## config.mk

```make
export PLATFORM = sky130hd
export DESIGN_NAME = weld_sequence_interlock_inputs
export DESIGN_NICKNAME = d
export VERILOG_FILES = /design/src/verilog/weld_interlock_pkg.sv /design/src/verilog/switch_debounce.sv /design/src/verilog/weld_sequence_interlock_inputs.sv
export SDC_FILE = /design/constraint.sdc
export NUM_CORES = 1
export LEC_CHECK = 0
export ABC_CLOCK_PERIOD_IN_PS = 2400
export BUFFER_PORTS_ARGS = -buffer_cell sky130_fd_sc_hd__clkbuf_2
export CAP_MARGIN = 10
export CORE_ASPECT_RATIO = 0.9
export CORE_MARGIN = 5
export CORE_UTILIZATION = 55
export DETAILED_ROUTE_END_ITERATION = 6
export PLACE_DENSITY = 0.71
export RECOVER_POWER = 100
export SLEW_MARGIN = 40
export SYNTH_ARGS = -nofsm -noshare
export SYNTH_HDL_FRONTEND = slang
export SYNTH_SLANG_ARGS = --single-unit
export TNS_END_PERCENT = 30
```

## constraint.sdc

```tcl
create_clock -name clk -period 2.4 [get_ports clk]
set_input_delay 0.24 -clock clk [delete_from_list [all_inputs] [get_ports clk]]
set_output_delay 0.24 -clock clk [all_outputs]
set_load 0.02 [all_outputs]
```

## src/verilog/weld_interlock_pkg.sv

```systemverilog
// Purpose: shared constants and types for the weld interlock block
// Assumes: 100 MHz system clock, 50 Hz line cycles
// Notes: error codes are display codes held as two hex digits
package weld_interlock_pkg;
   localparam int CLK_HZ = 100_000_000;
   localparam int DEBOUNCE_MS = 10;
   localparam int DEBOUNCE_CYCLES = CLK_HZ / 1000 * DEBOUNCE_MS;
   localparam int DB_W = 20;
   localparam int TICK_MS = 1;
   localparam int TICK_CYCLES = CLK_HZ / 1000 * TICK_MS;
   localparam int TICK_W = 17;
   localparam int PRESS_TIMEOUT_S = 60;
   localparam int PRESS_TIMEOUT_MS = PRESS_TIMEOUT_S * 1000;
   localparam int PRESS_WARN_MS = 5000;
   localparam int MS_W = 17;
   localparam int STEP_W = 8;
   localparam logic [7:0] CODE_NONE = 8'h00;
   localparam logic [7:0] CODE_ESTOP = 8'hE9; // shown as E9
   localparam logic [7:0] CODE_OVERTEMP = 8'h10;
   localparam logic [7:0] CODE_PRESS_WAIT = 8'h92;
   localparam logic [7:0] CODE_PRESS_TIMEOUT = 8'h12;

   typedef struct packed {
      logic [3:0] initiation; // switches d..a
      logic emergencyHalt; // high when stop closed (run allowed)
      logic overtempOk; // high when limit closed
      logic weldEnable;
      logic pressureOk;
   } switch_in_type;

   typedef struct packed {
      logic [STEP_W-1:0] squeeze;
      logic [STEP_W-1:0] weld;
      logic [STEP_W-1:0] hold;
      logic [STEP_W-1:0] off;
   } step_len_type;

   typedef struct packed {
      logic valveA;
      logic valveB;
      logic valveC;
   } valve_type;
endpackage

```

## src/verilog/switch_debounce.sv

```systemverilog
// Purpose: two-flop synchroniser plus stable-time debounce for one switch
// Assumes: input is asynchronous to clk
// Notes: output changes only after the input holds for the debounce time
`timescale 1ns/1ns
module switch_debounce #(
   parameter int RESET_VAL = 0,
   parameter int DEBOUNCE_CYCLES = weld_interlock_pkg::DEBOUNCE_CYCLES
) (
   input wire logic clk, // system clock
   input wire logic rst, // sync reset, active high
   input wire logic pinIn, // raw switch level
   output logic levelOut // clean level
);
   logic sync1_r;
   logic sync2_r;
   logic [weld_interlock_pkg::DB_W-1:0] cnt_r;

   always_ff @(posedge clk) begin
      sync1_r <= pinIn;
      sync2_r <= sync1_r;
   end

   always_ff @(posedge clk) begin
      if (rst) begin
         cnt_r <= '0;
         levelOut <= RESET_VAL[0];
      end else if (sync2_r == levelOut) begin
         cnt_r <= '0;
      end else if (cnt_r == weld_interlock_pkg::DB_W'(
            DEBOUNCE_CYCLES - 1)) begin
         cnt_r <= '0;
         levelOut <= sync2_r;
      end else begin
         cnt_r <= cnt_r + 1'b1;
      end
   end
endmodule

```

## src/verilog/weld_sequence_interlock_inputs.sv

```systemverilog
// Purpose: initiation and interlock logic for the weld control connector
// Assumes: step lengths in line cycles, lineCycle is one-cycle enable
// Notes: firing request is only a gate; the sequencer builds the pulses
`timescale 1ns/1ns

module weld_sequence_interlock_inputs #(
   parameter int DEBOUNCE_CYCLES = weld_interlock_pkg::DEBOUNCE_CYCLES,
   parameter int TICK_CYCLES = weld_interlock_pkg::TICK_CYCLES
) (
   input wire logic clk, // system clock
   input wire logic rst, // sync reset, active high
   input wire weld_interlock_pkg::switch_in_type switchPins, // raw switches
   input wire logic [3:0] twoStageSel, // per switch: two-stage mode
   input wire logic secondStage, // second stage request, same clock
   input wire logic lineCycle, // one pulse per line cycle
   input wire weld_interlock_pkg::step_len_type stepLen, // interval lengths
   input wire weld_interlock_pkg::valve_type valveSel, // valves in use
   output logic mainControlRelay, // main relay coil
   output logic companionControlRelay, // companion relay coil
   output weld_interlock_pkg::valve_type valveOut, // solenoid valves
   output logic fireEnable, // weld firing allowed
   output logic sequenceBusy, // sequence running
   output logic [7:0] statusCode // primary status display code
);
   weld_interlock_pkg::switch_in_type clean;
   logic [7:0] cleanBits;
   logic [7:0] rawBits;

   assign rawBits = switchPins;
   assign clean = cleanBits;

   genvar gi;
   generate
      for (gi = 0; gi < 8; gi++) begin : g_db
         switch_debounce #(
            .RESET_VAL(0),
            .DEBOUNCE_CYCLES(DEBOUNCE_CYCLES)
         ) u_db (
            .clk(clk),
            .rst(rst),
            .pinIn(rawBits[gi]),
            .levelOut(cleanBits[gi])
         );
      end
   endgenerate

   typedef enum logic [2:0] {
      IDLE, SQUEEZE, WELD, HOLD, OFF, WAIT_RELEASE
   } seq_state_type;

   seq_state_type state_r;
   logic [weld_interlock_pkg::STEP_W-1:0] stepCnt_r;
   logic [3:0] initPrev_r;
   logic [3:0] armed_r;
   logic stepDone;
   logic halt;
   logic startReq;
   logic [3:0] initReady;
   logic tick;
   logic [weld_interlock_pkg::TICK_W-1:0] tickCnt_r;
   logic [weld_interlock_pkg::MS_W-1:0] waitMs_r;
   logic pressWait;
   logic pressWarn_r;
   logic pressTimeout_r;
   logic relayOn;

   assign halt = !clean.emergencyHalt;
   assign relayOn = |clean.initiation && !halt;
   // single stage: switch alone; two stage: switch plus second stage
   always_comb begin
      for (int i = 0; i < 4; i++) begin
         initReady[i] = armed_r[i] && clean.initiation[i]
            && (!twoStageSel[i] || secondStage);
      end
   end
   assign startReq = |initReady && clean.overtempOk && !halt;
   assign stepDone = lineCycle && stepCnt_r == '0;

   // a switch arms only on a fresh closure, never by a held contact
   always_ff @(posedge clk) begin
      if (rst) begin
         initPrev_r <= '0;
         armed_r <= '0;
      end else begin
         initPrev_r <= clean.initiation;
         for (int i = 0; i < 4; i++) begin
            if (!clean.initiation[i] || halt) begin
               armed_r[i] <= 1'b0;
            end else if (!initPrev_r[i]) begin
               armed_r[i] <= 1'b1;
            end
         end
      end
   end

   always_ff @(posedge clk) begin
      if (rst) begin
         state_r <= IDLE;
         stepCnt_r <= '0;
      end else if (halt) begin
         state_r <= IDLE;
         stepCnt_r <= '0;
      end else begin
         unique case (state_r)
            IDLE: begin
               if (startReq) begin
                  state_r <= SQUEEZE;
                  stepCnt_r <= stepLen.squeeze;
               end
            end
            SQUEEZE: begin
               if (lineCycle && stepCnt_r != '0) begin
                  stepCnt_r <= stepCnt_r - 1'b1;
               end else if (stepDone && clean.pressureOk) begin
                  state_r <= WELD;
                  stepCnt_r <= stepLen.weld;
               end
            end
            WELD: begin
               if (stepDone) begin
                  state_r <= HOLD;
                  stepCnt_r <= stepLen.hold;
               end else if (lineCycle) begin
                  stepCnt_r <= stepCnt_r - 1'b1;
               end
            end
            HOLD: begin
               if (stepDone) begin
                  state_r <= OFF;
                  stepCnt_r <= stepLen.off;
               end else if (lineCycle) begin
                  stepCnt_r <= stepCnt_r - 1'b1;
               end
            end
            OFF: begin
               if (stepDone) begin
                  state_r <= WAIT_RELEASE;
               end else if (lineCycle) begin
                  stepCnt_r <= stepCnt_r - 1'b1;
               end
            end
            WAIT_RELEASE: begin
               if (startReq) begin
                  state_r <= SQUEEZE;
                  stepCnt_r <= stepLen.squeeze;
               end else if (!(|clean.initiation)) begin
                  state_r <= IDLE;
               end
            end
         endcase
      end
   end

   // pressure wait timing in milliseconds
   assign pressWait = state_r == SQUEEZE && stepCnt_r == '0
      && !clean.pressureOk;
   assign tick = tickCnt_r == weld_interlock_pkg::TICK_W'(
      TICK_CYCLES - 1);

   always_ff @(posedge clk) begin
      if (rst || !pressWait || tick) begin
         tickCnt_r <= '0;
      end else begin
         tickCnt_r <= tickCnt_r + 1'b1;
      end
   end

   always_ff @(posedge clk) begin
      if (rst || halt || state_r != SQUEEZE) begin
         waitMs_r <= '0;
         pressWarn_r <= 1'b0;
         pressTimeout_r <= 1'b0;
      end else if (pressWait && tick) begin
         if (waitMs_r != weld_interlock_pkg::MS_W'(
               weld_interlock_pkg::PRESS_TIMEOUT_MS)) begin
            waitMs_r <= waitMs_r + 1'b1;
         end
         if (waitMs_r == weld_interlock_pkg::MS_W'(
               weld_interlock_pkg::PRESS_WARN_MS - 1)) begin
            pressWarn_r <= 1'b1;
         end
         if (waitMs_r == weld_interlock_pkg::MS_W'(
               weld_interlock_pkg::PRESS_TIMEOUT_MS - 1)) begin
            pressTimeout_r <= 1'b1;
         end
      end
   end

   always_ff @(posedge clk) begin
      if (rst) begin
         mainControlRelay <= 1'b0;
         companionControlRelay <= 1'b0;
         valveOut <= '0;
         fireEnable <= 1'b0;
         sequenceBusy <= 1'b0;
      end else begin
         mainControlRelay <= relayOn;
         companionControlRelay <= relayOn;
         // valves drop on the same edge as the relay, never after it
         if (!relayOn || !mainControlRelay) begin
            valveOut <= '0;
         end else if (state_r == SQUEEZE || state_r == WELD
               || state_r == HOLD) begin
            valveOut <= valveSel;
         end else begin
            valveOut <= '0;
         end
         fireEnable <= state_r == WELD && relayOn
            && clean.weldEnable && mainControlRelay;
         sequenceBusy <= state_r != IDLE && state_r != WAIT_RELEASE;
      end
   end

   always_ff @(posedge clk) begin
      if (rst) begin
         statusCode <= weld_interlock_pkg::CODE_NONE;
      end else if (halt) begin
         statusCode <= weld_interlock_pkg::CODE_ESTOP;
      end else if (!clean.overtempOk) begin
         statusCode <= weld_interlock_pkg::CODE_OVERTEMP;
      end else if (pressTimeout_r) begin
         statusCode <= weld_interlock_pkg::CODE_PRESS_TIMEOUT;
      end else if (pressWarn_r) begin
         statusCode <= weld_interlock_pkg::CODE_PRESS_WAIT;
      end else begin
         statusCode <= weld_interlock_pkg::CODE_NONE;
      end
   end
endmodule

```

==> summary.md, run 1 <==
| Metric | Value |
|---|---|
| Run status | `finished, final reports clean` |
| Critical path's slowest cell | `or4_1` |
| Post-synth top area cell | `dfxtp_1` |
| Register bit count reported by yosys | `249` |
| # IOs | `66` |
| Worst-Skew Late Latency | `0.52 ns` |
| Combinational family with the most area after synthesis | `simple AND/OR/NAND/NOR gates` |
| WHS | `0.0263 ns` |
| Worst-Margin Slew | `0.707 ns` |
| CP max stage delay | `0.72 ns` |
| Post-synthesis simple-gate area fraction | `28.3%` |
| Synth Area in XOR/XNOR | `15.1%` |
| Synthesized area | `0.0110 sq mm` |
| Final WL | `21400 microns` |
| Worst r2r path cells | `7` |
| Clock root buffer | `clkbuf_16` |
| Via count | `8611` |
| Post-synthesis cell type count | `62` |
| WP buf/inv | `1` |
| Fraction of layout cells with a size suffix above 1 | `9.70%` |
| Clock transition at path regs | `0.06 ns` |
| Fin Setup TNS | `0 ns` |
| Chip width | `159 microns` |
| Multi-input gate area | `0.00563 sq mm` |
| Hold/Removal Path Class | `input port to flop` |
| Cells after Synth | `1280` |
| Seq/Total Area, Yosys | `45.4%` |
| Commonest non-fill, non-tap cell in the layout | `nor2_1` |
| Setup Crit Path Kind | `flop to flop` |
| Synth async-reset ratio | `0%` |
| Crit start category | `flop` |
| Largest net degree at the start of global routing | `26` |
| Synth area leaders | `dfxtp_1, nor2_1, xor2_1` |
| CP Capture Type | `flop` |
| Critical Path Stages | `7` |
| Worst endpoint required time | `2.84 ns` |
| Final hold violations | `0` |
| Pins Over Slew Limit | `0` |
| Main synth FF type | `dfxtp_1` |
| Syn avg cell area | `8.58 sq um` |
| Port buffer count | `64` |
| Setup-failing EPs final | `0` |
| Nets | `1424` |
| Post-Layout Cell Count | `1636` |
| Inserted Clock Buffers | `26` |
| Final Skew | `0.0107 ns` |
| Minimum clock period | `2.26 ns` |
| # H-tree levels | `1` |
| Total GRT Usage | `18.2%` |
| Compound-Gate Fraction of Synth Area | `4.72%` |
| Placed cell count | `1576` |
| Filler Cells Inserted | `1699` |
| Leakage | `4.44 nW` |
| Die Span Y | `144 microns` |
| DP HPWL | `14900 microns` |
| Largest delay share family, worst path | `simple AND/OR/NAND/NOR gates` |
| Routed len/inst | `13.1 microns` |
| Hold Crit Depth | `3` |
| Pwr Total | `8.71 mW` |
| Site Rows | `49` |
| CP Cell Sequence | `or4_1 -> nor4_4 -> o21a_1 -> a32oi_1 -> buf_4 -> or2_1 -> a21oi_1` |
| Final setup margin | `0.143 ns` |
| Multiplexer share of the synthesized area | `1.74%` |
| Commonest non-fill, non-tap cells in the layout | `nor2_1, dfxtp_1, xor2_1` |
| PD cells | `690 mW/mm^2` |
| Die area | `0.0229 sq mm` |
| Peak supply drop | `0.576 mV` |
| Area delta synth->final | `14.9%` |
| Ant. Diodes | `0` |
| Share of the synthesized area in the top cell type | `45.4%` |
| CP max FO | `10` |
| GR Overflow Total | `0` |
| Clk sink count | `249` |
| RePlAce Congestion | `0.886` |
| Period utilization | `94.0%` |
| Clock buffer depth | `3` |
| Placeable Area | `0.0198 sq mm` |
| RSZ-0062 raised after global routing | `false` |
| Drt first pass iters | `5` |
| Initial antenna violation count | `0` |
| Starting DRT DRC Count | `380` |
| CTS tree | `built` |
| Post-route DRC | `0` |
| Total nets after synthesis | `1343` |
| Critical Path AT | `2.70 ns` |
| Worst rel slew slack | `52.4%` |
| Vias in the first global route | `8038` |
| Reg area | `0.00499 sq mm` |
| Remaining antenna violation count after routing | `0` |
| First-pass GRT wire length | `36600 microns` |
| Synth Area in Adders | `1.37%` |
| Max Clk Rate | `0.443 GHz` |
| Max_cap viols | `0` |
| Synth warn | `0` |
| Dpl ws | `0.0593 ns` |
| Starting Density | `55.5%` |
| EDFF count, synth | `0` |
| Via density | `5.26` |
-- routing by layer --
metal	part of all wire, %	GRT usage (%)
met3	3.7	2.88
met1	49	25.3
met2	44	29.4
met5	0	0
met4	2.7	6.06
-- synthesized netlist by cell type (16+ instances only) --
master    count
nor3_1       27
nor4_1       16
xnor2_1      84
nand2_1     101
xor2_1      105
a21oi_1      19
nand4_1      27
nor2_1      266
dfxtp_1     249
inv_1        35
nand3_1      83
mux2i_1      18
and3_1       31
clkbuf_1     31
o21ai_0      22
-- flip-flops by register name (all words and copies together) (netlist names) --
| name | count |
|---|---|
| g_db.u_db.cnt_r | 160 |
| tickCnt_r | 17 |
| waitMs_r | 17 |
| g_db.u_db.levelOut | 8 |
| g_db.u_db.sync1_r | 8 |
| g_db.u_db.sync2_r | 8 |
| stepCnt_r | 8 |
| armed_r | 4 |
| initPrev_r | 4 |
| statusCode | 4 |
| state_r | 3 |
| valveOut | 3 |
| companionControlRelay | 1 |
| fireEnable | 1 |
| pressTimeout_r | 1 |
| pressWarn_r | 1 |
| sequenceBusy | 1 |
-- cell type report --
class | instances | share of cell area, %
Tap cell | 255 | 2.53
Timing Repair Buffer | 106 | 4.86
Inverter | 35 | 1.04
Clock inverter | 16 | 1.74
Sequential cell | 249 | 39.5
Clock buffer | 32 | 5.74
Multi-Input combinational cell | 943 | 44.6
-- kinds of logic (layout without fill, tap and decap cells) --
group / Yosys count / in the layout
AO/OA/AOI/OAI: 80 / 80
XOR/XNOR: 189 / 189
adder cells (fa/ha/maj): 12 / 12
buffers and inverters: 88 / 189
flip-flops: 249 / 249
multiplexers: 19 / 19
other: 1 / 1
AND/OR/NAND/NOR: 642 / 642
-- power breakdown --
group	switching, mW	total (mW)	internal (mW)
sequential	0.0209	4.18	4.16
clock	1.63	4.32	2.69
combinational	0.114	0.199	0.0849
total	1.77	8.71	6.94
-- path summary, 6_finish.rpt --
check / from / slack [ns] / endpoint
setup / recovery: stepCnt_r[3] / 0.14 / stepCnt_r[0]
setup reg to reg: stepCnt_r[3] / 0.14 / stepCnt_r[0]
hold reg to reg: g_db[7].u_db.sync1_r / 0.33 / g_db[7].u_db.sync2_r
hold / removal: stepLen[30] / 0.03 / stepCnt_r[6]
-- stage by stage --
| step | utilization (%) | area (sq um) |
|---|---|---|
| after floorplan | - | 11000 |
| after global placement | 58.6 | 11600 |
| after detailed placement | 58.6 | 11600 |
| after CTS | 63.9 | 12700 |
| after global routing | 63.7 | 12600 |
| final | 63.7 | 12600 |
-- timing repair --
item | CTS | global route
hold endpoints to repair | 11 | 0
buffers inserted | 0 | 1
setup endpoints to repair | 1 | 5
pin swaps | 1 | 1
resized for setup | 0 | 2
hold buffers | 11 | 0
-- worst reg2reg max path: cells and delay by family, from the launching register on --
family | cells | cell delay (ns)
AO/OA/AOI/OAI | 3 | 0.36
AND/OR/NAND/NOR | 3 | 1.28
buffers and inverters | 1 | 0.19
flip-flops | 1 | 0.36
Power figures use the tool's default switching activity.
==> inputs of run 2 (changes only) <==
- BUFFER_PORTS_ARGS: -buffer_cell sky130_fd_sc_hd__clkbuf_2 -> default
- CORE_ASPECT_RATIO: 0.9 -> 0.6
- DONT_BUFFER_PORTS: default -> 1
- PLACE_DENSITY: 0.71 -> 0.68
==> summary.md, run 2 (same netlist as run 1, synthesis figures left out) <==
| Metric | Value |
|---|---|
| Max_cap viols | `0 (unchanged)` |
| Setup-failing EPs final | `0 (unchanged)` |
| Peak supply drop | `0.583 mV (+1.2%)` |
| Hold path start | `lineCycle` |
| Met1 Wirelength | `11500 microns (+9.1%)` |
| Critical Path AT | `2.69 ns (about the same)` |
| Clock root buffer | `clkbuf_16` |
| Ant. Diodes | `0 (unchanged)` |
| Max Clk Rate | `0.444 GHz (+0.25%)` |
| Switching Fraction | `20.1% (-0.26 points)` |
| Logic gate share of total power | `1.8% (-0.5 points)` |
| Largest Register | `g_db.u_db.cnt_r` |
| RSZ-0062 raised after global routing | `false` |
| Worst rel slew slack | `49.1% (-3.3 points)` |
| CP max FO | `16 (+6)` |
| Internal | `6.68 mW (-3.7%)` |
| Run status | `finished, final reports clean` |
| Largest net degree at the start of global routing | `26 (unchanged)` |
| # IOs | `66 (unchanged)` |
| R2R Path Start | `stepCnt_r[3]` |
| Sequential share of power | `50.1% (+2.1 points)` |
| Clock share of power | `48.1% (-1.6 points)` |
| # H-tree levels | `1 (unchanged)` |
| Nets | `1360 (-4.5%)` |
| Commonest non-fill, non-tap cells in the layout | `nor2_1, dfxtp_1, xor2_1` |
| Starting DRT DRC Count | `592 (+56%)` |
| Pins Over Slew Limit | `0 (unchanged)` |
| Clock buffer depth | `3 (unchanged)` |
| Max reg flops | `160 (unchanged)` |
| CTS tree | `built` |
| RePlAce Congestion | `0.892 (+0.75%)` |
| Worst r2r path cells | `7 (unchanged)` |
| Top Layer Used | `met4` |
| Final Skew | `0.0135 ns (+0.00279 ns)` |
| Post-route DRC | `0 (unchanged)` |
| Chip width | `192 microns (+21%)` |
| Die Span Y | `119 microns (-17%)` |
| Hold Path End | `stepCnt_r[7]` |
| Worst-Skew Late Latency | `0.51 ns (about the same)` |
| Site Rows | `40 (-18%)` |
| Fraction of layout cells with a size suffix above 1 | `6.16% (-3.5 points)` |
| PD cells | `681 mW/mm^2 (-1.3%)` |
| DP HPWL | `14700 microns (-0.78%)` |
| Area delta synth->final | `11.7%` |
| Worst-Margin Slew | `0.762 ns (+0.0549 ns)` |
| Starting Density | `55.4% (about the same)` |
| Remaining antenna violation count after routing | `0 (unchanged)` |
| Clock transition at path regs | `0.06 ns (about the same)` |
| Via count | `8295 (-3.7%)` |
| Largest registers | `g_db.u_db.cnt_r (160), tickCnt_r (17), waitMs_r (17)` |
| Final core utilization | `61.9% (-1.8 points)` |
| Minimum clock period | `2.25 ns (-0.00557 ns)` |
| Setup Crit Path Kind | `flop to flop` |
| Placeable Area | `0.0198 sq mm (about the same)` |
| WL met3 | `881 microns (+12%)` |
| Drt first pass iters | `5 (unchanged)` |
| Worst endpoint required time | `2.84 ns (about the same)` |
| First-pass GRT wire length | `36900 microns (+0.85%)` |
| Routed len/inst | `13.5 microns (+3.6%)` |
| DR WL met2 | `8630 microns (-8.6%)` |
| Via density | `5.22 (-0.76%)` |
| Final WL | `21500 microns (+0.58%)` |
| Commonest non-fill, non-tap cell in the layout | `nor2_1` |
| CP Capture Type | `flop` |
| RR Endpoint | `stepCnt_r[0]` |
| Inserted Clock Buffers | `24 (-7.7%)` |
| GR Overflow Total | `0 (unchanged)` |
| Total GRT Usage | `18.9% (+0.65 points)` |
| Final hold violations | `0 (unchanged)` |
| Initial antenna violation count | `0 (unchanged)` |
| Clk sink count | `249 (unchanged)` |
| Total of cells resized after clock tree synthesis | `0 (unchanged)` |
| Hold Crit Depth | `3 (unchanged)` |
| Period utilization | `93.8% (-0.23 points)` |
| Crit start category | `flop` |
| Fin Setup TNS | `0 ns (unchanged)` |
| R2r setup slk | `0.15 ns (about the same)` |
| Leakage | `4.20 nW (-5.4%)` |
| Port buffer count | `0 (-100%)` |
| Die area | `0.0230 sq mm (+0.39%)` |
| Vias in the first global route | `7621 (-5.2%)` |
| P_sw | `1.68 mW (-5.3%)` |
| Pwr Total | `8.35 mW (-4.0%)` |
| Hold/Removal Path Class | `input port to flop` |
run 2: changes by cell type in the layout (fill, tap and decap cells not counted), moves of 2 or more:
cell           previous run  this run
clkbuf_1                 22         6
buf_2                     0         2
clkbuf_2                 54         7
clkbuf_16                27        25
clkbuf_4                  2         0
clkinvlp_4                3         1
dlygate4sd3_1            11        13
run 2: worst max-delay path, cell delays in order (launching register included):
cell     delay, ns
dfxtp_1       0.37
or4_1         0.71
nor4_4        0.34
o21a_1        0.16
a32oi_1       0.05
buf_4         0.21
or2_1         0.22
a21oi_1       0.12
run 2: layout make-up:
class                   instances  area (sq um)
flip-flops and latches        249          4980
clock buffers                  32           692
repair buffers                 44           329
inverters                      35           131
clock inverters                12           166
multi-input cells             943          5620
well taps                     273           342
fillers                      1726          7550
run 2: per-stage QoR:
| step | cell area (sq um) | hold slack, ns | setup slack [ns] | instances |
|---|---|---|---|---|
| finish | 12300 | 0.0351 | 0.149 | 1588 |
| floorplan | 11000 | 0.268 | 0.257 | 1280 |
| CTS | 12300 | 0.0105 | 0.105 | 1588 |
| global route | 12300 | 0.0466 | 0.00588 | 1588 |
| global placement | 11300 | 0.268 | 0.190 | 1530 |
| detailed placement | 11300 | 0.268 | 0.129 | 1530 |
run 2: per-layer routing:
metal / track usage (%) / up-vias
met1: 29.7 / 3812
met5: 0 / -
met4: 4.50 / 0
met3: 3.13 / 35
li1: - / 4324
met2: 26.6 / 124
run 2: worst max-delay path by stage:
stage | start | end | slack, ns | cells past startpoint
floorplan | stepCnt_r[0] | waitMs_r[12] | 0.26 | 9
global placement | stepCnt_r[3] | stepCnt_r[0] | 0.19 | 7
detailed placement | stepCnt_r[3] | stepCnt_r[1] | 0.13 | 7
CTS | stepCnt_r[3] | stepCnt_r[1] | 0.10 | 7
global route | stepCnt_r[3] | stepCnt_r[1] | 0.006 | 7
finish | stepCnt_r[3] | stepCnt_r[0] | 0.15 | 7
run 2: power by group through the flow:
stage          sequential [mW]  clock, mW  combinational (mW)
3_5_place_dp              4.28          0               0.131
5_1_grt                   4.19       4.34               0.166
4_1_cts                   4.19       4.14               0.156
6_report                  4.19       4.02               0.147
2_1_floorplan             4.27          0               0.113
3_3_place_gp              4.28          0               0.130
run 2: repair_timing:
item                                    in CTS  in global routing
endpoints found under the setup margin       0                  3
buffers inserted                             0                  0
hold buffers                                14                  0
endpoints found under the hold margin       30                  0
==> inputs of run 3 (changes only) <==
- SYNTH_HIERARCHICAL: default -> 1
==> summary.md, run 3 <==
| Metric | Value |
|---|---|
| Run status | `finished, violations left` |
| Failing checks | `capacitance limit, slew limit` |
| Syn avg cell area | `8.98 sq um (+4.7%)` |
| Port buffer count | `0 (unchanged)` |
| Inserted Clock Buffers | `25 (+4.2%)` |
| Critical path's slowest cell | `clkbuf_1` |
| Peak supply drop | `0.529 mV (-9.2%)` |
| Setup-failing EPs final | `0 (unchanged)` |
| CP Cell Sequence | `dlygate4sd3_1 -> clkbuf_1 -> a21oi_1 -> dlygate4sd3_1` |
| Hold/Removal Path Class | `input port to flop` |
| Fin Setup TNS | `0 ns (unchanged)` |
| Clock buffer depth | `3 (unchanged)` |
| Worst-Skew Late Latency | `0.52 ns (about the same)` |
| Leakage | `4.29 nW (+2.2%)` |
| Worst rel slew slack | `-9.32% (-58 points)` |
| Max_cap viols | `1 (+1)` |
| Drt first pass iters | `7 (+2)` |
| Worst endpoint required time | `2.81 ns (-0.03 ns)` |
| WP buf/inv | `3 (+2)` |
| Synth async-reset ratio | `0% (unchanged)` |
| Share of the synthesized area in the top cell type | `41.9% (-3.5 points)` |
| Site Rows | `41 (+2.5%)` |
| Main synth FF type | `dfxtp_1` |
| Largest net degree at the start of global routing | `25 (-3.8%)` |
| Setup Crit Path Kind | `input port to flop` |
| CTS tree | `built` |
| Final hold violations | `0 (unchanged)` |
| Initial antenna violation count | `0 (unchanged)` |
| Commonest non-fill, non-tap cell in the layout | `dfxtp_1` |
| GR Overflow Total | `0 (unchanged)` |
| CP max FO | `23 (+7)` |
| Post-route DRC | `0 (unchanged)` |
| Total GRT Usage | `20.5% (+1.7 points)` |
| Cell mode on critical path | `dlygate4sd3_1` |
| Nets | `1432 (+5.3%)` |
| Starting DRT DRC Count | `595 (+0.51%)` |
| Most numerous cell in the Yosys netlist | `dfxtp_1` |
| Critical Path AT | `2.67 ns (-0.02 ns)` |
| Fraction of layout cells with a size suffix above 1 | `9.96% (+3.8 points)` |
| Area delta synth->final | `10.6%` |
| Largest registers | `g_db.u_db/cnt_r (160), tickCnt_r (17), waitMs_r (17)` |
| RePlAce Congestion | `0.944 (+5.8%)` |
| # H-tree levels | `1 (unchanged)` |
| Ant. Diodes | `0 (unchanged)` |
| Max reg flops | `160 (unchanged)` |
| # IOs | `66 (unchanged)` |
| Via density | `5.62 (+7.5%)` |
| Die Span Y | `124 microns (+3.7%)` |
| Minimum clock period | `2.26 ns (+0.00778 ns)` |
| Placeable Area | `0.0211 sq mm (+6.6%)` |
| Die area | `0.0248 sq mm (+7.7%)` |
| Register bit count reported by yosys | `249 (unchanged)` |
| Vias in the first global route | `8523 (+12%)` |
| Worst-Margin Slew | `1.64 ns (+0.878 ns)` |
| Seq/Total Area, Yosys | `41.9% (-3.5 points)` |
| Placed cell count | `1604 (+4.8%)` |
| Post-synthesis cell type count | `71 (+15%)` |
| Clk sink count | `249 (unchanged)` |
| Setup Buffers After CTS | `0 (unchanged)` |
| Top cells by count, synth | `dfxtp_1, nor2_1, xnor2_1` |
| Via count | `9350 (+13%)` |
| Final WL | `25800 microns (+20%)` |
| PD cells | `632 mW/mm^2 (-7.1%)` |
| Largest Register | `g_db.u_db/cnt_r` |
| Chip width | `200 microns (+3.8%)` |
| Period utilization | `94.1% (+0.32 points)` |
| DP HPWL | `17600 microns (+20%)` |
| Synth area leaders | `dfxtp_1, xnor2_1, nor2_1` |
| Largest delay share family, worst path | `buffers and inverters` |
| Commonest non-fill, non-tap cells in the layout | `dfxtp_1, nor2_1, xnor2_1` |
| RSZ-0062 raised after global routing | `false` |
| Final Skew | `0.0118 ns (-0.00176 ns)` |
| DP Area | `0.0123 sq mm (+8.6%)` |
| Clock root buffer | `clkbuf_16` |
| Starting Density | `56.3% (+0.84 points)` |
| First-pass GRT wire length | `42800 microns (+16%)` |
| Design Area, Final | `0.0132 sq mm (+7.3%)` |
| CP Capture Type | `flop` |
| Routed len/inst | `15.5 microns (+14%)` |
| Clock transition at path regs | `0.06 ns (about the same)` |
| Synth warn | `6 (+6)` |
| EDFF count, synth | `0 (unchanged)` |
| Cells after Synth | `1324 (+3.4%)` |
| CP max stage delay | `1.18 ns (+0.47 ns)` |
| Post-synth top area cell | `dfxtp_1` |
| Final core utilization | `62.3% (+0.36 points)` |
| Post-Layout Cell Count | `1665 (+4.8%)` |
| Total nets after synthesis | `1387 (+3.3%)` |
| Synthesized area | `0.0119 sq mm (+8.3%)` |
| Remaining antenna violation count after routing | `0 (unchanged)` |
| Max Clk Rate | `0.443 GHz (-0.34%)` |
| Crit start category | `input port` |
| Pins Over Slew Limit | `24 (+24)` |
| Filler Cells Inserted | `1850 (+7.2%)` |
==> run 3: cell types whose count changed in the layout (fill, tap and decap cells not counted), sizes merged, moves of 20 or more <==
cell / change
inv: +21
and3: -24
nand4: +24
nor2: -74
a21oi: +48
xor2: -46
nand2: -34
nor3: +31
or2: +22
o31ai: +24
or4: +25
nand3: -20
==> run 3: metrics by stage <==
step           worst slack [ns]  hold WS, ns  total power, mW
3_5_place_dp            -0.0257        0.268             4.42
6_report                  0.141       0.0626             8.32
2_1_floorplan             0.167        0.268             4.39
3_3_place_gp             0.0797        0.268             4.42
5_1_grt                  0.0573       0.0682             8.66
4_1_cts                  0.0299       0.0455             8.44
==> run 3: cell families after synthesis <==
family | after synthesis | synth area share [%]
simple gates | 642 | 32.1
flops | 249 | 41.9
compound gates | 166 | 8.94
xor+xnor | 156 | 11.5
buf+inv | 86 | 3.24
fa+ha+maj | 12 | 1.26
mux | 12 | 1.01
other cells | 1 | 0.0315
==> run 3: repair_timing <==
| action | in CTS | in global routing |
|---|---|---|
| hold endpoints to repair | 37 | 0 |
| hold buffers | 17 | 0 |
| gates resized for setup | 2 | 2 |
| pin swaps | 0 | 1 |
| endpoints found under the setup margin | 4 | 12 |
==> run 3: worst register-to-register path: cells and delay by family, from the launching register on <==
family / cells / cell delay (ns)
and+or+nand+nor: 3 / 1.02
AOI/OAI and AO/OA: 2 / 0.38
DFF: 1 / 0.34
adders and majority gates: 1 / 0.16
muxes: 1 / 0.14
buffers and inverters: 1 / 0.06
==> run 3: layout make-up <==
type                            count  area, sq um  area share [%]
Timing Repair Buffer               48          362            2.75
Multi-Input combinational cell    989         6420            48.8
Inverter                           56          210            1.60
Clock inverter                     11          136            1.04
Tap cell                          279          349            2.65
Clock buffer                       33          696            5.29
Sequential cell                   249         4980            37.9
==> run 3: layer usage <==
layer  vias up  routed length [microns]  share of wire [%]  global-route usage [%]
li1       4797                        -                  -                       -
met2       221                    10100                 39                    29.0
met1      4302                    13700                 53                    32.6
met4         0                      384                1.5                    4.03
met5         -                        0                  0                       0
met3        30                     1540                6.0                    3.70
==> run 3: power by group <==
group / internal, mW / switching [mW] / leakage [nW]
sequential: 4.16 / 0.0312 / 2.01
clock: 2.36 / 1.61 / 0.412
combinational: 0.0599 / 0.0977 / 1.86
==> run 3: final timing paths <==
kind | start | to | slack, ns | cells past startpoint
worst max register to register | stepCnt_r[1] | stepCnt_r[0] | 0.14 | 8
worst max-delay path | rst | g_db[3].u_db/levelOut | 0.14 | 4
worst min-delay path | stepLen[28] | stepCnt_r[4] | 0.06 | 4
worst min register to register | g_db[7].u_db/sync1_r | g_db[7].u_db/sync2_r | 0.32 | 0
